File: src/hdl/dlcc_params.svh
`ifndef DLCC_PARAMS_SVH
`define DLCC_PARAMS_SVH

// ****************************************************************
// Register indices (byte address is four times the index)
// ****************************************************************
`define DLCC_PADDR_W          12
`define DLCC_IDX_MODE         10'h005
`define DLCC_IDX_BG_START_X   10'h006
`define DLCC_IDX_BG_START_Y   10'h007
`define DLCC_IDX_RENDER_CFG   10'h008
`define DLCC_IDX_KEY          10'h009
`define DLCC_IDX_STATUS       10'h00a

// ****************************************************************
// Field positions
// ****************************************************************
`define DLCC_MODE_AVG_BIT     15
`define DLCC_MODE_WRAP_BIT    11
`define DLCC_MODE_BGCMB_BIT   10
`define DLCC_MODE_SYNC_LSB    6
`define DLCC_MODE_SCM_LSB     4
`define DLCC_MODE_RATE_LSB    0
`define DLCC_MODE_RW_MASK     16'h8cff
`define DLCC_RCFG_MWX_BIT     0
`define DLCC_RCFG_CDE_BIT     1
`define DLCC_STAT_LEVEL_LSB   0
`define DLCC_STAT_HAZARD_BIT  4

// ****************************************************************
// Reset values and geometry
// ****************************************************************
`define DLCC_RST_SYNC         2'b10
`define DLCC_RST_RATE         4'b1000
`define DLCC_RST_WORD16       16'h0000
`define DLCC_ORIGIN_LSB       9
`define DLCC_WRAP_Y_BITS      9
`define DLCC_WRAP_X_NARROW    10
`define DLCC_WRAP_X_WIDE      11
`define DLCC_COORD_W          14
`define DLCC_PIX_W            16
`define DLCC_FIFO_DEPTH       4

`endif

File: src/hdl/dlcc_pkg.sv
`default_nettype none

package dlcc_pkg;

    typedef enum logic [2:0] {
        DLCC_REG_NONE   = 3'b000,
        DLCC_REG_MODE   = 3'b001,
        DLCC_REG_BGX    = 3'b010,
        DLCC_REG_BGY    = 3'b011,
        DLCC_REG_RCFG   = 3'b100,
        DLCC_REG_KEY    = 3'b101,
        DLCC_REG_STATUS = 3'b110
    } dlcc_reg_e;

    typedef struct packed {
        logic        avg_en;
        logic        wrap_en;
        logic        bg_combine;
        logic [1:0]  sync_mode;
        logic [1:0]  screen_combine_mode;
        logic [3:0]  rate;
        logic [15:0] bg_start_x;
        logic [15:0] bg_start_y;
        logic        memory_x_width;
        logic        cde;
        logic [15:0] key;
        logic        hazard;
        logic [31:0] prdata;
        logic        pslverr;
        logic [13:0] bg_addr_x;
        logic [13:0] bg_addr_y;
    } dlcc_state_s;

endpackage

`default_nettype wire

File: src/hdl/dlcc_fifo.sv
`timescale 1ns/10ps
`default_nettype none

module dlcc_fifo #(
    parameter int WIDTH = 34,
    parameter int DEPTH = 4
) (
    input  wire logic             sys_clk_in,
    input  wire logic             rst_n_in,
    input  wire logic             in_valid_in,
    input  wire logic [WIDTH-1:0] in_data_in,
    output logic                  in_ready_out,
    output logic                  out_valid_out,
    output logic [WIDTH-1:0]      out_data_out,
    input  wire logic             out_ready_in,
    output logic [$clog2(DEPTH):0] level_out
);
    localparam int AW = $clog2(DEPTH);

    typedef struct packed {
        logic [DEPTH-1:0][WIDTH-1:0] mem;
        logic [AW-1:0]               wr_ptr;
        logic [AW-1:0]               rd_ptr;
        logic [AW:0]                 count;
        logic [WIDTH-1:0]            head;
        logic                        head_valid;
    } dlcc_fifo_s;

    dlcc_fifo_s st;
    dlcc_fifo_s next_st;
    logic [AW:0] level;

    // Head word is a register so the consumer never sees a memory mux
    assign level         = st.count + {{AW{1'b0}}, st.head_valid};
    assign level_out     = level;
    assign in_ready_out  = (level < DEPTH[AW:0]);
    assign out_valid_out = st.head_valid;
    assign out_data_out  = st.head;

    always_comb begin
        next_st = st;
        if (st.head_valid && out_ready_in) begin
            next_st.head_valid = 1'b0;
        end
        if (!next_st.head_valid && st.count != '0) begin
            next_st.head       = st.mem[st.rd_ptr];
            next_st.head_valid = 1'b1;
            next_st.rd_ptr     = st.rd_ptr + 1'b1;
            next_st.count      = st.count - 1'b1;
        end
        if (in_valid_in && in_ready_out) begin
            if (!next_st.head_valid) begin
                next_st.head       = in_data_in;
                next_st.head_valid = 1'b1;
            end else begin
                next_st.mem[st.wr_ptr] = in_data_in;
                next_st.wr_ptr         = st.wr_ptr + 1'b1;
                next_st.count          = next_st.count + 1'b1;
            end
        end
        if (!rst_n_in) begin
            next_st = '0;
        end
    end

    always_ff @(posedge sys_clk_in) begin
        st <= next_st;
    end

endmodule

`default_nettype wire

File: src/hdl/dlcc_top.sv
// Operation
// - Reset clears wrap, combine; sync 10, rate 1000
// - Reset keeps screen combination mode bits
// - Average off: layers leave as separate screens
// - Average on: averaged pixel leaves as foreground
// - Sum 5:6:5 components, shift right, drop fraction
// - Transparency tested on average, not foreground
// - No wrap: address passes straight through
// - Wrap X at memory width, Y at 512
// - Wrap origin from start bits 13 to 9; the code takes the X origin from start bits 13 to 10 or 13 to 11
// - Combine bit gates background into display
//
// Local design decision: the APB interface to the registers.
`include "dlcc_params.svh"
`timescale 1ns/10ps
`default_nettype none

module dlcc_top (
    input  wire logic        sys_clk_in,
    input  wire logic        rst_n_in,
    input  wire logic        psel_in,
    input  wire logic        penable_in,
    input  wire logic        pwrite_in,
    input  wire logic [11:0] paddr_in,
    input  wire logic [31:0] pwdata_in,
    output logic [31:0]      prdata_out,
    output logic             pready_out,
    output logic             pslverr_out,
    input  wire logic [15:0] fg_pixel_in,
    input  wire logic [15:0] bg_pixel_in,
    input  wire logic        pixel_valid_in,
    output logic             pixel_ready_out,
    input  wire logic [13:0] bg_coord_x_in,
    input  wire logic [13:0] bg_coord_y_in,
    output logic [13:0]      bg_addr_x_out,
    output logic [13:0]      bg_addr_y_out,
    output logic [15:0]      fg_pixel_out,
    output logic [15:0]      bg_pixel_out,
    output logic             fg_transparent_out,
    output logic             bg_show_out,
    output logic             pixel_valid_out,
    input  wire logic        pixel_ready_in,
    output logic [1:0]       sync_mode_out,
    output logic [1:0]       screen_combine_mode_out,
    output logic [3:0]       rate_out
);
    localparam int FIFO_W = 2 * `DLCC_PIX_W + 2;

    dlcc_pkg::dlcc_state_s st;
    dlcc_pkg::dlcc_state_s next_st;

    dlcc_pkg::dlcc_reg_e   hit;
    logic                  setup_phase;
    logic                  access_wr;
    logic                  access_rd;
    logic [13:0]           sum_x;
    logic [13:0]           sum_y;
    logic [15:0]           avg_pixel;
    logic [15:0]           fg_sel;
    logic [FIFO_W-1:0]     fifo_in_data;
    logic [FIFO_W-1:0]     fifo_out_data;
    logic [2:0]            fifo_level;

    // ****************************************************************
    // Decode helpers
    // ****************************************************************
    function automatic dlcc_pkg::dlcc_reg_e dlcc_decode(input logic [11:0] addr);
        logic [9:0] idx;
        idx = addr[11:2];
        if (addr[1:0] != 2'b00) begin
            return dlcc_pkg::DLCC_REG_NONE;
        end
        case (idx)
            `DLCC_IDX_MODE:       return dlcc_pkg::DLCC_REG_MODE;
            `DLCC_IDX_BG_START_X: return dlcc_pkg::DLCC_REG_BGX;
            `DLCC_IDX_BG_START_Y: return dlcc_pkg::DLCC_REG_BGY;
            `DLCC_IDX_RENDER_CFG: return dlcc_pkg::DLCC_REG_RCFG;
            `DLCC_IDX_KEY:        return dlcc_pkg::DLCC_REG_KEY;
            `DLCC_IDX_STATUS:     return dlcc_pkg::DLCC_REG_STATUS;
            default:              return dlcc_pkg::DLCC_REG_NONE;
        endcase
    endfunction

    function automatic logic [15:0] dlcc_mode_word(input dlcc_pkg::dlcc_state_s s);
        logic [15:0] w;
        w = `DLCC_RST_WORD16;
        w[`DLCC_MODE_AVG_BIT]                           = s.avg_en;
        w[`DLCC_MODE_WRAP_BIT]                          = s.wrap_en;
        w[`DLCC_MODE_BGCMB_BIT]                         = s.bg_combine;
        w[`DLCC_MODE_SYNC_LSB+1:`DLCC_MODE_SYNC_LSB]    = s.sync_mode;
        w[`DLCC_MODE_SCM_LSB+1:`DLCC_MODE_SCM_LSB]      = s.screen_combine_mode;
        w[`DLCC_MODE_RATE_LSB+3:`DLCC_MODE_RATE_LSB]    = s.rate;
        return w;
    endfunction

    // Per-component mean: the carry is kept, the low bit falls away
    function automatic logic [15:0] dlcc_avg565(input logic [15:0] a, input logic [15:0] b);
        logic [5:0] r;
        logic [6:0] g;
        logic [5:0] bl;
        r  = {1'b0, a[15:11]} + {1'b0, b[15:11]};
        g  = {1'b0, a[10:5]} + {1'b0, b[10:5]};
        bl = {1'b0, a[4:0]} + {1'b0, b[4:0]};
        return {r[5:1], g[6:1], bl[5:1]};
    endfunction

    // ****************************************************************
    // Register bus
    // ****************************************************************
    assign hit         = dlcc_decode(paddr_in);
    assign setup_phase = psel_in && !penable_in;
    assign access_wr   = psel_in && penable_in && pwrite_in;
    assign access_rd   = psel_in && penable_in && !pwrite_in;
    // Zero wait states
    assign pready_out  = psel_in && penable_in;
    assign prdata_out  = st.prdata;
    assign pslverr_out = pready_out && st.pslverr;

    // ****************************************************************
    // Pixel path
    // ****************************************************************
    assign avg_pixel = dlcc_avg565(fg_pixel_in, bg_pixel_in);
    assign fg_sel    = st.avg_en ? avg_pixel : fg_pixel_in;

    // Key compare runs on whatever leaves as the foreground screen
    assign fifo_in_data = {fg_sel,
                           st.avg_en ? 16'h0000 : bg_pixel_in,
                           st.cde && (fg_sel == st.key),
                           st.bg_combine && !st.avg_en};

    dlcc_fifo #(
        .WIDTH (FIFO_W),
        .DEPTH (`DLCC_FIFO_DEPTH)
    ) u_fifo (
        .sys_clk_in    (sys_clk_in),
        .rst_n_in      (rst_n_in),
        .in_valid_in   (pixel_valid_in),
        .in_data_in    (fifo_in_data),
        .in_ready_out  (pixel_ready_out),
        .out_valid_out (pixel_valid_out),
        .out_data_out  (fifo_out_data),
        .out_ready_in  (pixel_ready_in),
        .level_out     (fifo_level)
    );

    assign fg_pixel_out       = fifo_out_data[FIFO_W-1:`DLCC_PIX_W+2];
    assign bg_pixel_out       = fifo_out_data[`DLCC_PIX_W+1:2];
    assign fg_transparent_out = fifo_out_data[1];
    assign bg_show_out        = fifo_out_data[0];

    assign sync_mode_out           = st.sync_mode;
    assign screen_combine_mode_out = st.screen_combine_mode;
    assign rate_out                = st.rate;
    assign bg_addr_x_out           = st.bg_addr_x;
    assign bg_addr_y_out           = st.bg_addr_y;

    assign sum_x = st.bg_start_x[13:0] + bg_coord_x_in;
    assign sum_y = st.bg_start_y[13:0] + bg_coord_y_in;

    // ****************************************************************
    // Next state
    // ****************************************************************
    always_comb begin
        next_st = st;

        if (setup_phase) begin
            next_st.pslverr = (hit == dlcc_pkg::DLCC_REG_NONE);
            case (hit)
                dlcc_pkg::DLCC_REG_MODE:   next_st.prdata = {16'h0000, dlcc_mode_word(st)};
                dlcc_pkg::DLCC_REG_BGX:    next_st.prdata = {16'h0000, st.bg_start_x};
                dlcc_pkg::DLCC_REG_BGY:    next_st.prdata = {16'h0000, st.bg_start_y};
                dlcc_pkg::DLCC_REG_RCFG:   next_st.prdata = {30'h0, st.cde, st.memory_x_width};
                dlcc_pkg::DLCC_REG_KEY:    next_st.prdata = {16'h0000, st.key};
                dlcc_pkg::DLCC_REG_STATUS: next_st.prdata = {27'h0, st.hazard, 1'b0, fifo_level};
                default:                   next_st.prdata = 32'h0000_0000;
            endcase
        end

        // Reading status clears the hazard flag; a new hazard wins
        if (access_rd && hit == dlcc_pkg::DLCC_REG_STATUS) begin
            next_st.hazard = 1'b0;
        end

        if (access_wr) begin
            case (hit)
                dlcc_pkg::DLCC_REG_MODE: begin
                    next_st.avg_en     = pwdata_in[`DLCC_MODE_AVG_BIT];
                    next_st.wrap_en    = pwdata_in[`DLCC_MODE_WRAP_BIT];
                    next_st.bg_combine = pwdata_in[`DLCC_MODE_BGCMB_BIT];
                    next_st.sync_mode  = pwdata_in[`DLCC_MODE_SYNC_LSB+1:`DLCC_MODE_SYNC_LSB];
                    next_st.screen_combine_mode        = pwdata_in[`DLCC_MODE_SCM_LSB+1:`DLCC_MODE_SCM_LSB];
                    next_st.rate       = pwdata_in[`DLCC_MODE_RATE_LSB+3:`DLCC_MODE_RATE_LSB];
                    // Mid-stream changes glitch the picture; flag them to software
                    if (pixel_valid_in) begin
                        next_st.hazard = 1'b1;
                    end
                end
                dlcc_pkg::DLCC_REG_BGX:  next_st.bg_start_x = pwdata_in[15:0];
                dlcc_pkg::DLCC_REG_BGY:  next_st.bg_start_y = pwdata_in[15:0];
                dlcc_pkg::DLCC_REG_RCFG: begin
                    next_st.memory_x_width = pwdata_in[`DLCC_RCFG_MWX_BIT];
                    next_st.cde = pwdata_in[`DLCC_RCFG_CDE_BIT];
                end
                dlcc_pkg::DLCC_REG_KEY:  next_st.key = pwdata_in[15:0];
                default: ;
            endcase
        end

        // Background fetch address
        if (st.wrap_en) begin
            next_st.bg_addr_y = {st.bg_start_y[13:`DLCC_ORIGIN_LSB],
                                 sum_y[`DLCC_WRAP_Y_BITS-1:0]};
            if (st.memory_x_width) begin
                next_st.bg_addr_x = {st.bg_start_x[13:`DLCC_WRAP_X_WIDE],
                                     sum_x[`DLCC_WRAP_X_WIDE-1:0]};
            end else begin
                next_st.bg_addr_x = {st.bg_start_x[13:`DLCC_WRAP_X_NARROW],
                                     sum_x[`DLCC_WRAP_X_NARROW-1:0]};
            end
        end else begin
            // Running past installed memory simply aliases; contents undefined
            next_st.bg_addr_x = sum_x;
            next_st.bg_addr_y = sum_y;
        end

        if (!rst_n_in) begin
            next_st.avg_en     = 1'b0;
            next_st.wrap_en    = 1'b0;
            next_st.bg_combine = 1'b0;
            next_st.sync_mode  = `DLCC_RST_SYNC;
            next_st.rate       = `DLCC_RST_RATE;
            next_st.screen_combine_mode        = st.screen_combine_mode;
            next_st.bg_start_x = `DLCC_RST_WORD16;
            next_st.bg_start_y = `DLCC_RST_WORD16;
            next_st.memory_x_width        = 1'b0;
            next_st.cde        = 1'b0;
            next_st.key        = `DLCC_RST_WORD16;
            next_st.hazard     = 1'b0;
            next_st.prdata     = 32'h0000_0000;
            next_st.pslverr    = 1'b0;
            next_st.bg_addr_x  = 14'h0000;
            next_st.bg_addr_y  = 14'h0000;
        end
    end

    always_ff @(posedge sys_clk_in) begin
        st <= next_st;
    end

    // ****************************************************************
    // Checks
    // ****************************************************************
    // Unknown until the first mode write
    logic scm_written;

    always_ff @(posedge sys_clk_in) begin
        if (access_wr && hit == dlcc_pkg::DLCC_REG_MODE) begin
            scm_written <= 1'b1;
        end
    end
endmodule

`default_nettype wire

File: config.mk
export PLATFORM = sky130hd
export DESIGN_NAME = dlcc_top
export DESIGN_NICKNAME = d
export VERILOG_FILES = /design/src/hdl/dlcc_pkg.sv /design/src/hdl/dlcc_fifo.sv /design/src/hdl/dlcc_top.sv
export VERILOG_INCLUDE_DIRS = /design/src /design/src/hdl
export SDC_FILE = /design/constraint.sdc
export NUM_CORES = 1
export LEC_CHECK = 0
export ABC_AREA = 0
export BUFFER_PORTS_ARGS = -buffer_cell sky130_fd_sc_hd__buf_2
export CELL_PAD_IN_SITES_DETAIL_PLACEMENT = 1
export CELL_PAD_IN_SITES_GLOBAL_PLACEMENT = 2
export CORE_ASPECT_RATIO = 0.9
export CORE_MARGIN = 1
export CORE_UTILIZATION = 35
export CTS_BUF_LIST = sky130_fd_sc_hd__clkbuf_4 sky130_fd_sc_hd__clkbuf_8 sky130_fd_sc_hd__clkbuf_16
export DETAILED_ROUTE_END_ITERATION = 10
export MAX_ROUTING_LAYER = met4
export PLACE_DENSITY_LB_ADDON = 0.1
export SLEW_MARGIN = 25
export SYNTH_ARGS = -nofsm -noshare
export SYNTH_HDL_FRONTEND = slang
export SYNTH_SLANG_ARGS = --single-unit
export TNS_END_PERCENT = 1
File: constraint.sdc
create_clock -name sys_clk_in -period 3.04 [get_ports sys_clk_in]
set_input_delay 0.456 -clock sys_clk_in [delete_from_list [all_inputs] [get_ports sys_clk_in]]
set_output_delay 0.456 -clock sys_clk_in [all_outputs]
set_load 0.01 [all_outputs]
# Word-level counts from Yosys, hierarchy flattened

Index checks and enable logic that the tools add are counted.

Flip-flop bits (word level): 301
Bits of input ports: 111
Output and inout bits: 106
Word-level logic and storage cells: 101

Add/sub/neg operators: 10
$lt $le $gt $ge: 4
Equal/unequal tests: 13
Multiplexer cells: 23
Reductions and logical operators: 26

Operators with widths:

| operator            | number |
|---|---|
| $bwmux 136          | 1 |
| $pmux 16 s6         | 1 |
| $mux 38             | 2 |
| $bmux 34 s2         | 1 |
| $demux 34 s2        | 1 |
| $mux 34             | 2 |
| $mux 35             | 1 |
| $mux 16             | 2 |
| $eq 10x3->1 const B | 3 |
| $eq 10x4->1 const B | 3 |
| $add 14x14->14      | 2 |
| $mux 28             | 1 |
| $pmux 3 s6          | 1 |
| $eq 16x16->1        | 1 |
| $add 5x5->6         | 2 |
| $logic_and 1x1->1   | 12 |
| $reduce_and 2->1    | 6 |
| $mux 11             | 1 |
| $eq 3x3->1 const B  | 3 |
| $mux 3              | 3 |
| $add 6x6->7         | 1 |
| $eq 3x2->1 const B  | 2 |
| $lt 2x3->1 const B  | 2 |
| $mux 1              | 6 |
| 12 further kinds    | 16 |

# Logic depth before layout (Yosys ltp)

Gate-level depths: netlist of the first run.

Word-level depth: 9
Mapped depth: 12
Mapped depth without buffers: 12

# Hierarchy

From an unflattened synthesis of the first run, not the netlist that was laid out.

Cells, all modules: 1658
Area total of the unflattened synthesis: 14331.2 um2

Modules (own cells, without submodules):

| module    | times used | cells each | area each (um2) | sequential area each (um2) |
|---|---|---|---|---|
| dlcc_fifo | 1          | 816        | 7458.4          | 3563.4 |
| dlcc_top  | 1          | 842        | 6872.8          | 2162.1 |

# Least setup slack after synthesis of the first run

OpenSTA, ideal clock, no wires.

Kind: reg2reg
Start point: reg u_fifo.st[35] in the netlist's numbering
End point: reg u_fifo.st[37] in the netlist's numbering
Setup time: 0.076 ns
Arrival time: 2.408 ns
Data required time: 2.964 ns
Slack: 0.556 ns
Stages on the path, launching flop included: 13
Buffers on the path: 2
Clock period less this slack: 2.484 ns
Path through: dfxtp_1 -> inv_1 -> ha_1 -> a21oi_1 -> clkbuf_1 -> clkbuf_1 -> xnor2_1 -> ha_1 -> nand3_1 -> mux2_2 -> o22ai_1 -> nand2_1 -> a21boi_0

Longest elaborated chain between the ends: 6
Elaborated cells on any way between the ends: 10
Classes of those cells: 3 x add/sub; 1 x order compare; 3 x mux; 3 x reduce/logical

RTL lines:

| item                                                | line            | source |
|---|---|---|
| from (decl)                                         | dlcc_fifo.sv:29 | `dlcc_fifo_s st;` |
| from (signal assigned)                              | dlcc_fifo.sv:67 | `st <= next_st;` |
| branches (longest 5 deep; another with $sub 3x1->3) | --              |  |
| $mux 38 (*)                                         | dlcc_fifo.sv:51 | `if (in_valid_in && in_ready_out) begin` |

Every way passes the cells marked *.
A chain may end at the register's enable or synchronous reset.

# Worst setup path after layout of the first run

Start point: reg st[80] in the netlist's numbering
End point: reg st, in the netlist bg_addr_y_out[10]

Longest elaborated chain between the ends: 2

RTL lines:

| item                   | line            | source |
|---|---|---|
| from (decl)            | dlcc_top.sv:49  | `dlcc_pkg::dlcc_state_s st;` |
| from (signal assigned) | dlcc_top.sv:247 | `st <= next_st;` |
| $add 14x14->14         | dlcc_top.sv:158 | `assign sum_y = st.bg_start_y[13:0] + bg_coord_y_in;` |
| $mux 28                | dlcc_top.sv:210 | `if (st.wrap_en) begin` |

Every way passes these cells.

==> results of run 1 <==
## cells in the final DEF, fill, tap and decap left out, drive strengths merged, types with 9 or more instances in the layout
| cell type | n |
|---|---|
| conb | 16 |
| nand2 | 484 |
| clkinv | 10 |
| inv | 26 |
| nor4 | 10 |
| a22o | 9 |
| o21ai | 41 |
| and2 | 26 |
| nand2b | 16 |
| xnor2 | 23 |
| a21boi | 154 |
| mux4 | 34 |
| and3 | 16 |
| dfxtp | 283 |
| nor2 | 29 |
| a21oi | 33 |
| nor2b | 36 |
| clkbuf | 52 |
| buf | 233 |
| o211a | 63 |
| a221oi | 12 |
| ha | 48 |
| xor2 | 13 |
| nor3 | 28 |
| nand3 | 49 |
## state kept, by name, summed over array words and instances (netlist names)
signal,count
bg_addr_x_out,14
bg_addr_y_out,14
prdata_out,16
rate_out,4
screen_combine_mode_out,2
st,55
sync_mode_out,2
u_fifo.out_data_out,34
u_fifo.out_valid_out,1
u_fifo.st,143
## worst reg2reg max path: stages (launching register included)
cell                       delay, ns
sky130_fd_sc_hd__dfxtp_1        0.39
sky130_fd_sc_hd__ha_1           0.23
sky130_fd_sc_hd__inv_1          0.07
sky130_fd_sc_hd__fa_1           0.37
sky130_fd_sc_hd__nor2b_1        0.16
sky130_fd_sc_hd__o21a_1         0.16
sky130_fd_sc_hd__o21ai_0        0.23
sky130_fd_sc_hd__a211oi_1       0.45
sky130_fd_sc_hd__nor3_1         0.12
sky130_fd_sc_hd__xnor2_1        0.14
sky130_fd_sc_hd__a31o_2         0.24
## logic make-up (layout without fill, tap and decap cells)
kind of cell | count (synthesis) | count (layout)
and+or+nand+nor | 728 | 728
other | 1 | 16
xor gates and xnor gates | 39 | 39
DFF | 285 | 285
adders and majority gates | 53 | 53
AOI/OAI and AO/OA | 380 | 380
muxes | 43 | 43
buffers and inverters | 234 | 323
## metrics by stage
stage | std cells | utilization | total power [mW]
final | 2422 | 0.404 | 12.2
after global routing | 2422 | 0.404 | 12.8
after CTS | 2422 | 0.404 | 12.3
after detailed placement | 2357 | 0.376 | 7.95
after global placement | 2357 | 0.376 | 7.86
after floorplan | 1778 | - | 6.92
## layer usage
| metal | share of wire | vias up |
|---|---|---|
| met1 | 0.50 | 6320 |
| met3 | 0.037 | 53 |
| met4 | 0.015 | 0 |
| li1 | - | 6159 |
| met2 | 0.44 | 219 |
| met5 | 0 | - |
## power by group through the flow
stage / clock, mW / combinational [mW] / sequential [mW]
global placement: 0 / 3.31 / 4.55
finish: 4.34 / 3.36 / 4.48
CTS: 4.46 / 3.40 / 4.49
global route: 4.61 / 3.71 / 4.53
detailed placement: 0 / 3.39 / 4.56
floorplan: 0 / 2.48 / 4.44
## cell type report
type | instances | area [µm²]
Timing Repair Buffer | 233 | 1380
Multi-Input combinational cell | 1259 | 8220
Tap cell | 555 | 694
Clock inverter | 13 | 111
Sequential cell | 285 | 5730
Clock buffer | 52 | 1080
Fill cell | 5060 | 25600
Inverter | 25 | 93.8
## how the worst max path moves through the flow
stage | endpoint | slack [ns] | depth (start not counted)
CTS | u_fifo.out_data_out[12]$_SDFF_PN0_ | 0.38 | 6
finish | bg_addr_y_out[10]$_SDFF_PN0_ | 0.40 | 10
detailed placement | u_fifo.st[43]$_SDFFE_PN0P_ | 0.18 | 9
global route | bg_addr_y_out[10]$_SDFF_PN0_ | 0.17 | 10
global placement | u_fifo.st[43]$_SDFFE_PN0P_ | 0.23 | 9
floorplan | u_fifo.st[37]$_SDFF_PN0_ | 0.56 | 12
==> impl_metrics.tcl, run 1 <==
set metrics [dict create \
    die_area_mm2 0.0442 \
    clock_sink_count 285 \
    worstPathMaxFanout 4 \
    finalSetupViolations 0 \
    clock_power_share 0.356 \
    detail_route.iter0.violations 692 \
    portBuffers 184 \
    clockBufferDepth 3 \
    critical-path-top-delay-family "compound AO/OA/AOI/OAI gates" \
    number_of_global_route_vias_before_repair 12900 \
    worstPathRequired_ns 3.50 \
    routed-via-count 12800 \
    run_status "complete, no violations" \
    die_height_um 200 \
    core_region_area_mm2 0.0429 \
    cts_tree "yes" \
    final.period_utilization 0.868 \
    grt_antenna_before_repair 0 \
    total_switching_power_mw 4.09 \
    share_comb_of_total_power 0.276 \
    rsz0062_at_grt "false" \
    worstSetupPathType "register to register" \
    worst_setup_path_start_kind "register" \
    dpl.hpwl_um 35000 \
    crit_path_dat_ns 3.10 \
    cts.reportedPaths.clkPinSlew_ns 0.06 \
    place_congestion 0.806 \
    synth.mux.area_fraction 0.0572 \
    synth.largest_area_cell "sky130_fd_sc_hd__dfxtp_1" \
    post-route-drc-count 0 \
    drt.antenna.violating_nets 0 \
    worst_r2r_endpoint "bg_addr_y_out[10]$_SDFF_PN0_" \
    drive_above_1_share 0.190 \
    grt_start_max_net_pins 126 \
    synth_most_common_cell "sky130_fd_sc_hd__nand2_1" \
    synth-main-ff-cell "sky130_fd_sc_hd__dfxtp_1" \
    yosys_warnings 0 \
    synth_area_leaders "sky130_fd_sc_hd__dfxtp_1 37%, sky130_fd_sc_hd__nand2_1 12%, sky130_fd_sc_hd__a21boi_0 7.4%, sky130_fd_sc_hd__mux4_2 5.0%, sky130_fd_sc_hd__buf_4 5.0%" \
    finish.net_count 2004 \
    postSynthAreaPerCell_um2 8.62 \
    clk_root_buffer_cell "sky130_fd_sc_hd__clkbuf_16" \
    synth_sequential_area_ratio 0.377 \
    max_clock_freq_ghz 0.379 \
    synth_top_area_share 0.373 \
    path_buf_inv 1 \
    maximum_capacitance_violations 0 \
    cell_depth_of_the_worst_hold_path 1 \
    transition_at_the_pin_with_the_smallest_max_transition_slack_ns 0.723 \
    ff2ff_setup_slack_ns 0.40 \
    rr_startpoint "st[80]$_SDFFE_PN0P_" \
    finalSetupTns_ns 0 \
    floorplan.initialDensity 0.354 \
    track_usage 0.235 \
    clk_latency_ns 0.56 \
    drv_slew 0 \
    synthToLayoutAreaGrowth_pct 14.0 \
    synth_enable_flop_cells 2 \
    syn_area_mm2 0.0152 \
    wirelength_um 50500 \
    global_route.usage.met1 0.326 \
    preCtsSetupSlack_ns 0.182 \
    syn-instance-count 1763 \
    grt_busiest_layer "met2" \
    met3_usage_grt 0.0287 \
    timing.hold.ws_ns 0.152 \
    min_delay_worst_endpoint "screen_combine_mode_out[1]$_DFFE_PP_" \
    worst_clock_skew_ns 0.0270 \
    end_kind "register" \
    async_reset_ff_frac 0 \
    grt-ovfl-total 0 \
    placed_cell_area_mm2 0.0161 \
    cp_cell_sequence "ha_1, inv_1, fa_1, nor2b_1, o21a_1, o21ai_0, a211oi_1, nor3_1, xnor2_1, a31o_2" \
    worst_slew_margin_rel 0.504 \
    hold_viol_final 0 \
    crit_path_start "st[80]$_SDFFE_PN0P_" \
    rows 72 \
    fin_ws_ns 0.401 \
    first_pass_grt_wire_length_um 77600 \
    htree_levels 2 \
    cts-buffers-inserted 36 \
    period_minus_slack_ns 2.64 \
    die_x_um 222 \
    yosysUniqueCellTypes 82 \
    power_frac_seq 0.368 \
    rr_worst_depth 10 \
    synth_simple_gate_area_frac 0.215 \
    synth_xor_xnor_area_share 0.0254 \
    num_io_pins 217 \
    timing.critical_path.slowest_cell_delay_ns 0.45 \
    synth_common_cells "484 x sky130_fd_sc_hd__nand2_1, 283 x sky130_fd_sc_hd__dfxtp_1, 150 x sky130_fd_sc_hd__a21boi_0, 101 x sky130_fd_sc_hd__buf_4, 70 x sky130_fd_sc_hd__clkbuf_1" \
    synth-seq-cells 285 \
    synth_compound_area_frac 0.193 \
    timing.hold.worst.start "pwdata_in[5]" \
    cp_slowest_cell "sky130_fd_sc_hd__a211oi_1" \
    via_count_normalized_by_instance_count 5.26 \
    yosys.area_share.adder 0.0461 \
    power.internal_mw 8.08 \
    num_antenna_cells 0 \
    wl_per_cell_um 20.8 \
    combinational_family_with_the_most_area_after_synthesis "simple AND/OR/NAND/NOR gates" \
    p_leak_nw 7.34 \
    ir_worst_vdd_mv 0.349 \
    proportion_of_total_power_due_to_net_switching 0.336 \
    grt_use_met2 0.363 \
    first_pass_iters 6 \
    final_area_mm2 0.0173 \
    powerDensity_mw_per_mm2 703 \
    worstHoldPathType "primary input to register" \
    ctsResizeCount 0 \
    holdBufCountCts 0 \
    cts.repair_timing.setup_buffer_count 0 \
]
(Power assumes the default switching activity.)
==> inputs of run 2 (changes only) <==
Settings changed: BUFFER_PORTS_ARGS -buffer_cell sky130_fd_sc_hd__buf_2 to -buffer_cell sky130_fd_sc_hd__buf_4, HOLD_SLACK_MARGIN set to 0.06, PLACE_DENSITY set to 0.8, PLACE_DENSITY_LB_ADDON 0.1 to unset.
==> impl_metrics.tcl, run 2 (synthesis results as in run 1) <==
set metrics [dict create \
    cp_cell_sequence "ha_1, inv_1, fa_1, nor2b_1, o21a_1, o21ai_0, a211oi_1, nor3_1, xnor2_1, a31o_2" \
    period_minus_slack_ns 2.66 \
    cts.repair_timing.setup_buffer_count 0 \
    worst_slew_margin_rel 0.523 \
    core_region_area_mm2 0.0429 \
    drt.antenna.violating_nets 0 \
    wl_per_cell_um 20.9 \
    htree_levels 2 \
    worstSetupPathType "register to register" \
    timing.critical_path.slowest_cell_delay_ns 0.44 \
    cts-buffers-inserted 36 \
    cell_depth_of_the_worst_hold_path 1 \
    grt_antenna_before_repair 1 \
    global_route.usage.met1 0.323 \
    clock_sink_count 285 \
    met3_usage_grt 0.0354 \
    portBuffers 184 \
    path_depth 10 \
    drive_above_1_share 0.188 \
    routed-via-count 12900 \
    grt_start_max_net_pins 98 \
    dpl.hpwl_um 35300 \
    grt-ovfl-total 0 \
    ctsResizeCount 0 \
    cp_slowest_cell "sky130_fd_sc_hd__a211oi_1" \
    worstPathMaxFanout 4 \
    first_pass_iters 4 \
    finalSetupViolations 0 \
    rsz0062_at_grt "false" \
    rr_worst_depth 10 \
    end_kind "register" \
    clockBufferDepth 3 \
    run_status "complete, no violations" \
    synthToLayoutAreaGrowth_pct 16.8 \
    critical-path-top-delay-family "compound AO/OA/AOI/OAI gates" \
    grt_use_met2 0.355 \
    track_usage 0.234 \
    floorplan.initialDensity 0.354 \
    number_of_global_route_vias_before_repair 12800 \
    fin_ws_ns 0.377 \
    most-common-layout-cells "484 x sky130_fd_sc_hd__nand2_1, 281 x sky130_fd_sc_hd__dfxtp_1, 227 x sky130_fd_sc_hd__buf_4" \
    first_pass_grt_wire_length_um 77300 \
    worst_clock_skew_ns 0.0350 \
    finish.net_count 2003 \
    hold_viol_final 0 \
    clk_root_buffer_cell "sky130_fd_sc_hd__clkbuf_16" \
    maximum_capacitance_violations 0 \
    place_congestion 0.847 \
    drv_slew 0 \
    num_io_pins 217 \
    cts.reportedPaths.clkPinSlew_ns 0.06 \
    die_area_mm2 0.0442 \
    wirelength_um 50600 \
    grt_busiest_layer "met2" \
    worst_setup_path_start_kind "register" \
    crit_path_dat_ns 3.10 \
    final.period_utilization 0.876 \
    p_leak_nw 7.44 \
    num_antenna_cells 0 \
    finalSetupTns_ns 0 \
    post-route-drc-count 0 \
    via_count_normalized_by_instance_count 5.34 \
    largest_register_ff_count 143 \
    clk_latency_ns 0.56 \
    holdBufCountCts 0 \
    detail_route.iter0.violations 765 \
    die_x_um 222 \
    powerDensity_mw_per_mm2 705 \
    transition_at_the_pin_with_the_smallest_max_transition_slack_ns 0.716 \
    rows 72 \
    path_buf_inv 1 \
    registers.top_by_ff_count "u_fifo.st" \
    final_common_cell "sky130_fd_sc_hd__nand2_1" \
    max_clock_freq_ghz 0.376 \
    worstHoldPathType "primary input to register" \
    die_height_um 200 \
    preCtsSetupSlack_ns 0.194 \
    ir_worst_vdd_mv 0.391 \
    cts_tree "yes" \
    worstPathRequired_ns 3.48 \
]
-- run 2: layout make-up --
type                       instances  area, µm²
clock buffer                      51       1070
clock inverter                    12        146
fill                            4979      25100
inverter                          25       93.8
multi-input combinational       1259       8220
sequential                       285       5730
tap                              555        694
timing repair buffer             232       1800
-- run 2: final timing paths --
check | start | end | slack (ns)
setup / recovery | st[80]$_SDFFE_PN0P_ | bg_addr_y_out[10]$_SDFF_PN0_ | 0.38
hold / removal | pwdata_in[5] | screen_combine_mode_out[1]$_DFFE_PP_ | 0.12
setup reg to reg | st[80]$_SDFFE_PN0P_ | bg_addr_y_out[10]$_SDFF_PN0_ | 0.38
hold reg to reg | u_fifo.st[77]$_SDFFE_PN0P_ | u_fifo.st[77]$_SDFFE_PN0P_ | 0.46
-- run 2: report_power, final --
group / internal (mW) / switching, mW
sequential: 4.20 / 0.322
combinational: 1.47 / 2.08
clock: 2.71 / 1.74
total: 8.37 / 4.14
-- run 2: metrics by stage --
step                      std cells  utilization  power (mW)  area, µm²  hold WS (ns)
final                          2419        0.414        12.5      17700         0.116
after global routing           2419        0.414        13.2      17700         0.105
after CTS                      2419        0.414        12.6      17700        0.0889
after detailed placement       2356        0.386        8.16      16500         0.449
after global placement         2356        0.386        8.04      16500         0.442
after floorplan                1778            -        6.92      15200         0.426
-- run 2: routing by layer --
metal,vias to the layer above,part of all wire
li1,6149,-
met1,6430,0.49
met2,259,0.44
met3,79,0.044
met4,0,0.021
met5,-,0
==> inputs of run 3 (changes only) <==
Clock period 3.04 ns to 2.7 ns, I/O delays scaled along.
==> impl_metrics.tcl, run 3 (synthesis results as in run 1) <==
set metrics [dict create \
    crit_path_dat_ns 3.00 \
    drv_slew 0 \
    multi_input_area_mm2 0.00823 \
    wirelength_um 51100 \
    portBuffers 184 \
    dpl_cells 2380 \
    layout.filler_cells 4983 \
    placed_cell_area_mm2 0.0168 \
    clk_root_buffer_cell "sky130_fd_sc_hd__clkbuf_16" \
    worstPathRequired_ns 3.17 \
    rsz0062_at_grt "false" \
    stdcell_count 2446 \
    clockBufferDepth 3 \
    place_congestion 0.872 \
    worst_slew_margin_rel 0.541 \
    post-route-drc-count 0 \
    cts-buffers-inserted 36 \
    finalSetupViolations 0 \
    clock_sink_count 285 \
    global_route.usage.met1 0.316 \
    final_common_cell "sky130_fd_sc_hd__nand2_1" \
    p_leak_nw 7.55 \
    worst_setup_path_start_kind "register" \
    wl_per_cell_um 20.9 \
    num_io_pins 217 \
    end_kind "register" \
    final.period_utilization 0.936 \
    powerDensity_mw_per_mm2 769 \
    layout.area.seq_mm2 0.00573 \
    worst_clock_skew_ns 0.0177 \
    registers.top_by_ff_count "u_fifo.st" \
    largest_register_ff_count 143 \
    via_count_normalized_by_instance_count 5.33 \
    grt_start_max_net_pins 89 \
    first_pass_iters 5 \
    drive_above_1_share 0.199 \
    cts_tree "yes" \
    detail_route.iter0.violations 796 \
    met3_usage_grt 0.0448 \
    most-common-layout-cells "484 x sky130_fd_sc_hd__nand2_1, 281 x sky130_fd_sc_hd__dfxtp_1, 247 x sky130_fd_sc_hd__buf_4" \
    period_minus_slack_ns 2.53 \
    cts.repair_timing.setup_buffer_count 0 \
    first_pass_grt_wire_length_um 78800 \
    dpl.hpwl_um 36300 \
    final_area_mm2 0.0180 \
    routed-via-count 13000 \
    worstPathMaxFanout 2 \
    grt_busiest_layer "met2" \
    power_mw 13.8 \
    ir_worst_vdd_mv 0.432 \
    synthToLayoutAreaGrowth_pct 18.2 \
    track_usage 0.238 \
    cts.reportedPaths.clkPinSlew_ns 0.06 \
    floorplan.initialDensity 0.354 \
    hold_viol_final 0 \
    die_area_mm2 0.0442 \
    drt.antenna.violating_nets 0 \
    transition_at_the_pin_with_the_smallest_max_transition_slack_ns 0.688 \
    htree_levels 2 \
    number_of_global_route_vias_before_repair 13200 \
    max_clock_freq_ghz 0.395 \
    grt_use_met2 0.370 \
    worstSetupPathType "register to register" \
    worstHoldPathType "primary input to register" \
    clk_latency_ns 0.54 \
    maximum_capacitance_violations 0 \
    rows 72 \
    run_status "complete, no violations" \
    grt_antenna_before_repair 2 \
    die_x_um 222 \
    core_region_area_mm2 0.0429 \
    die_height_um 200 \
    grt-ovfl-total 0 \
    finish.net_count 2029 \
]
==> run 3: cell count changes in the layout (fill, tap and decap cells not counted), sizes merged <==
cell | previous run | this run
inv | 28 | 25
dlygate4sd3 | 0 | 2
clkinvlp | 1 | 0
buf | 232 | 256
bufinv | 3 | 1
diode | 0 | 3
clkinv | 5 | 9
==> run 3: final cells by class <==
type,instances,area share
antenna,3,0.000418
timing repair buffer,258,0.114
multi-input combinational,1259,0.458
tap,555,0.0387
sequential,285,0.319
clock buffer,51,0.0599
inverter,25,0.00523
clock inverter,10,0.00439
==> run 3: report_power, final <==
| group | internal [mW] | total [mW] | leakage (nW) | switching (mW) |
|---|---|---|---|---|
| Clock | 2.86 | 4.75 | 0.588 | 1.89 |
| Combinational | 1.67 | 4.01 | 4.64 | 2.34 |
| Sequential | 4.73 | 5.05 | 2.32 | 0.321 |
==> run 3: through the flow <==
stage	util	hold slack, ns	setup TNS (ns)	setup WS [ns]
after floorplan	-	0.426	0	0.216
after global placement	0.391	0.439	0	0.0140
after detailed placement	0.391	0.449	-0.242	-0.0675
after CTS	0.418	0.0933	0	0.118
after global routing	0.419	0.0996	0	0.0274
final	0.419	0.122	0	0.171
==> run 3: path summary, 6_finish.rpt <==
path	start	end	slack, ns	depth (start not counted)
hold / removal	pwdata_in[7]	sync_mode_out[1]$_SDFFE_PN1P_	0.12	3
hold reg to reg	u_fifo.st[123]$_SDFFE_PN0P_	u_fifo.st[123]$_SDFFE_PN0P_	0.46	2
setup reg to reg	st[81]$_SDFFE_PN0P_	bg_addr_y_out[13]$_SDFF_PN0_	0.17	9
setup / recovery	st[81]$_SDFFE_PN0P_	bg_addr_y_out[13]$_SDFF_PN0_	0.17	9
==> run 3: routing by layer <==
layer | share of wire | routed length [µm] | vias up
li1 | - | - | 6208
met1 | 0.47 | 24200 | 6501
met2 | 0.46 | 23300 | 260
met3 | 0.049 | 2520 | 77
met4 | 0.022 | 1130 | 0
met5 | 0 | 0 | -
==> run 3: repair_timing <==
| action | in CTS | in global routing |
|---|---|---|
| resized for setup | 0 | 2 |
| hold buffers | 2 | 0 |
| endpoints found under the hold margin | 2 | 0 |
| setup endpoints to repair | 0 | 3 |
==> run 3: worst max-delay path, cell delays in order (launching register included) <==
cell and delay, ns:
sky130_fd_sc_hd__dfxtp_1 0.33, sky130_fd_sc_hd__ha_1 0.29, sky130_fd_sc_hd__a211o_1 0.34, sky130_fd_sc_hd__a2111oi_2 0.30
sky130_fd_sc_hd__buf_4 0.19, sky130_fd_sc_hd__o21ai_1 0.12, sky130_fd_sc_hd__a41oi_2 0.25, sky130_fd_sc_hd__and4b_1 0.23
sky130_fd_sc_hd__a221oi_2 0.21, sky130_fd_sc_hd__mux2i_1 0.20
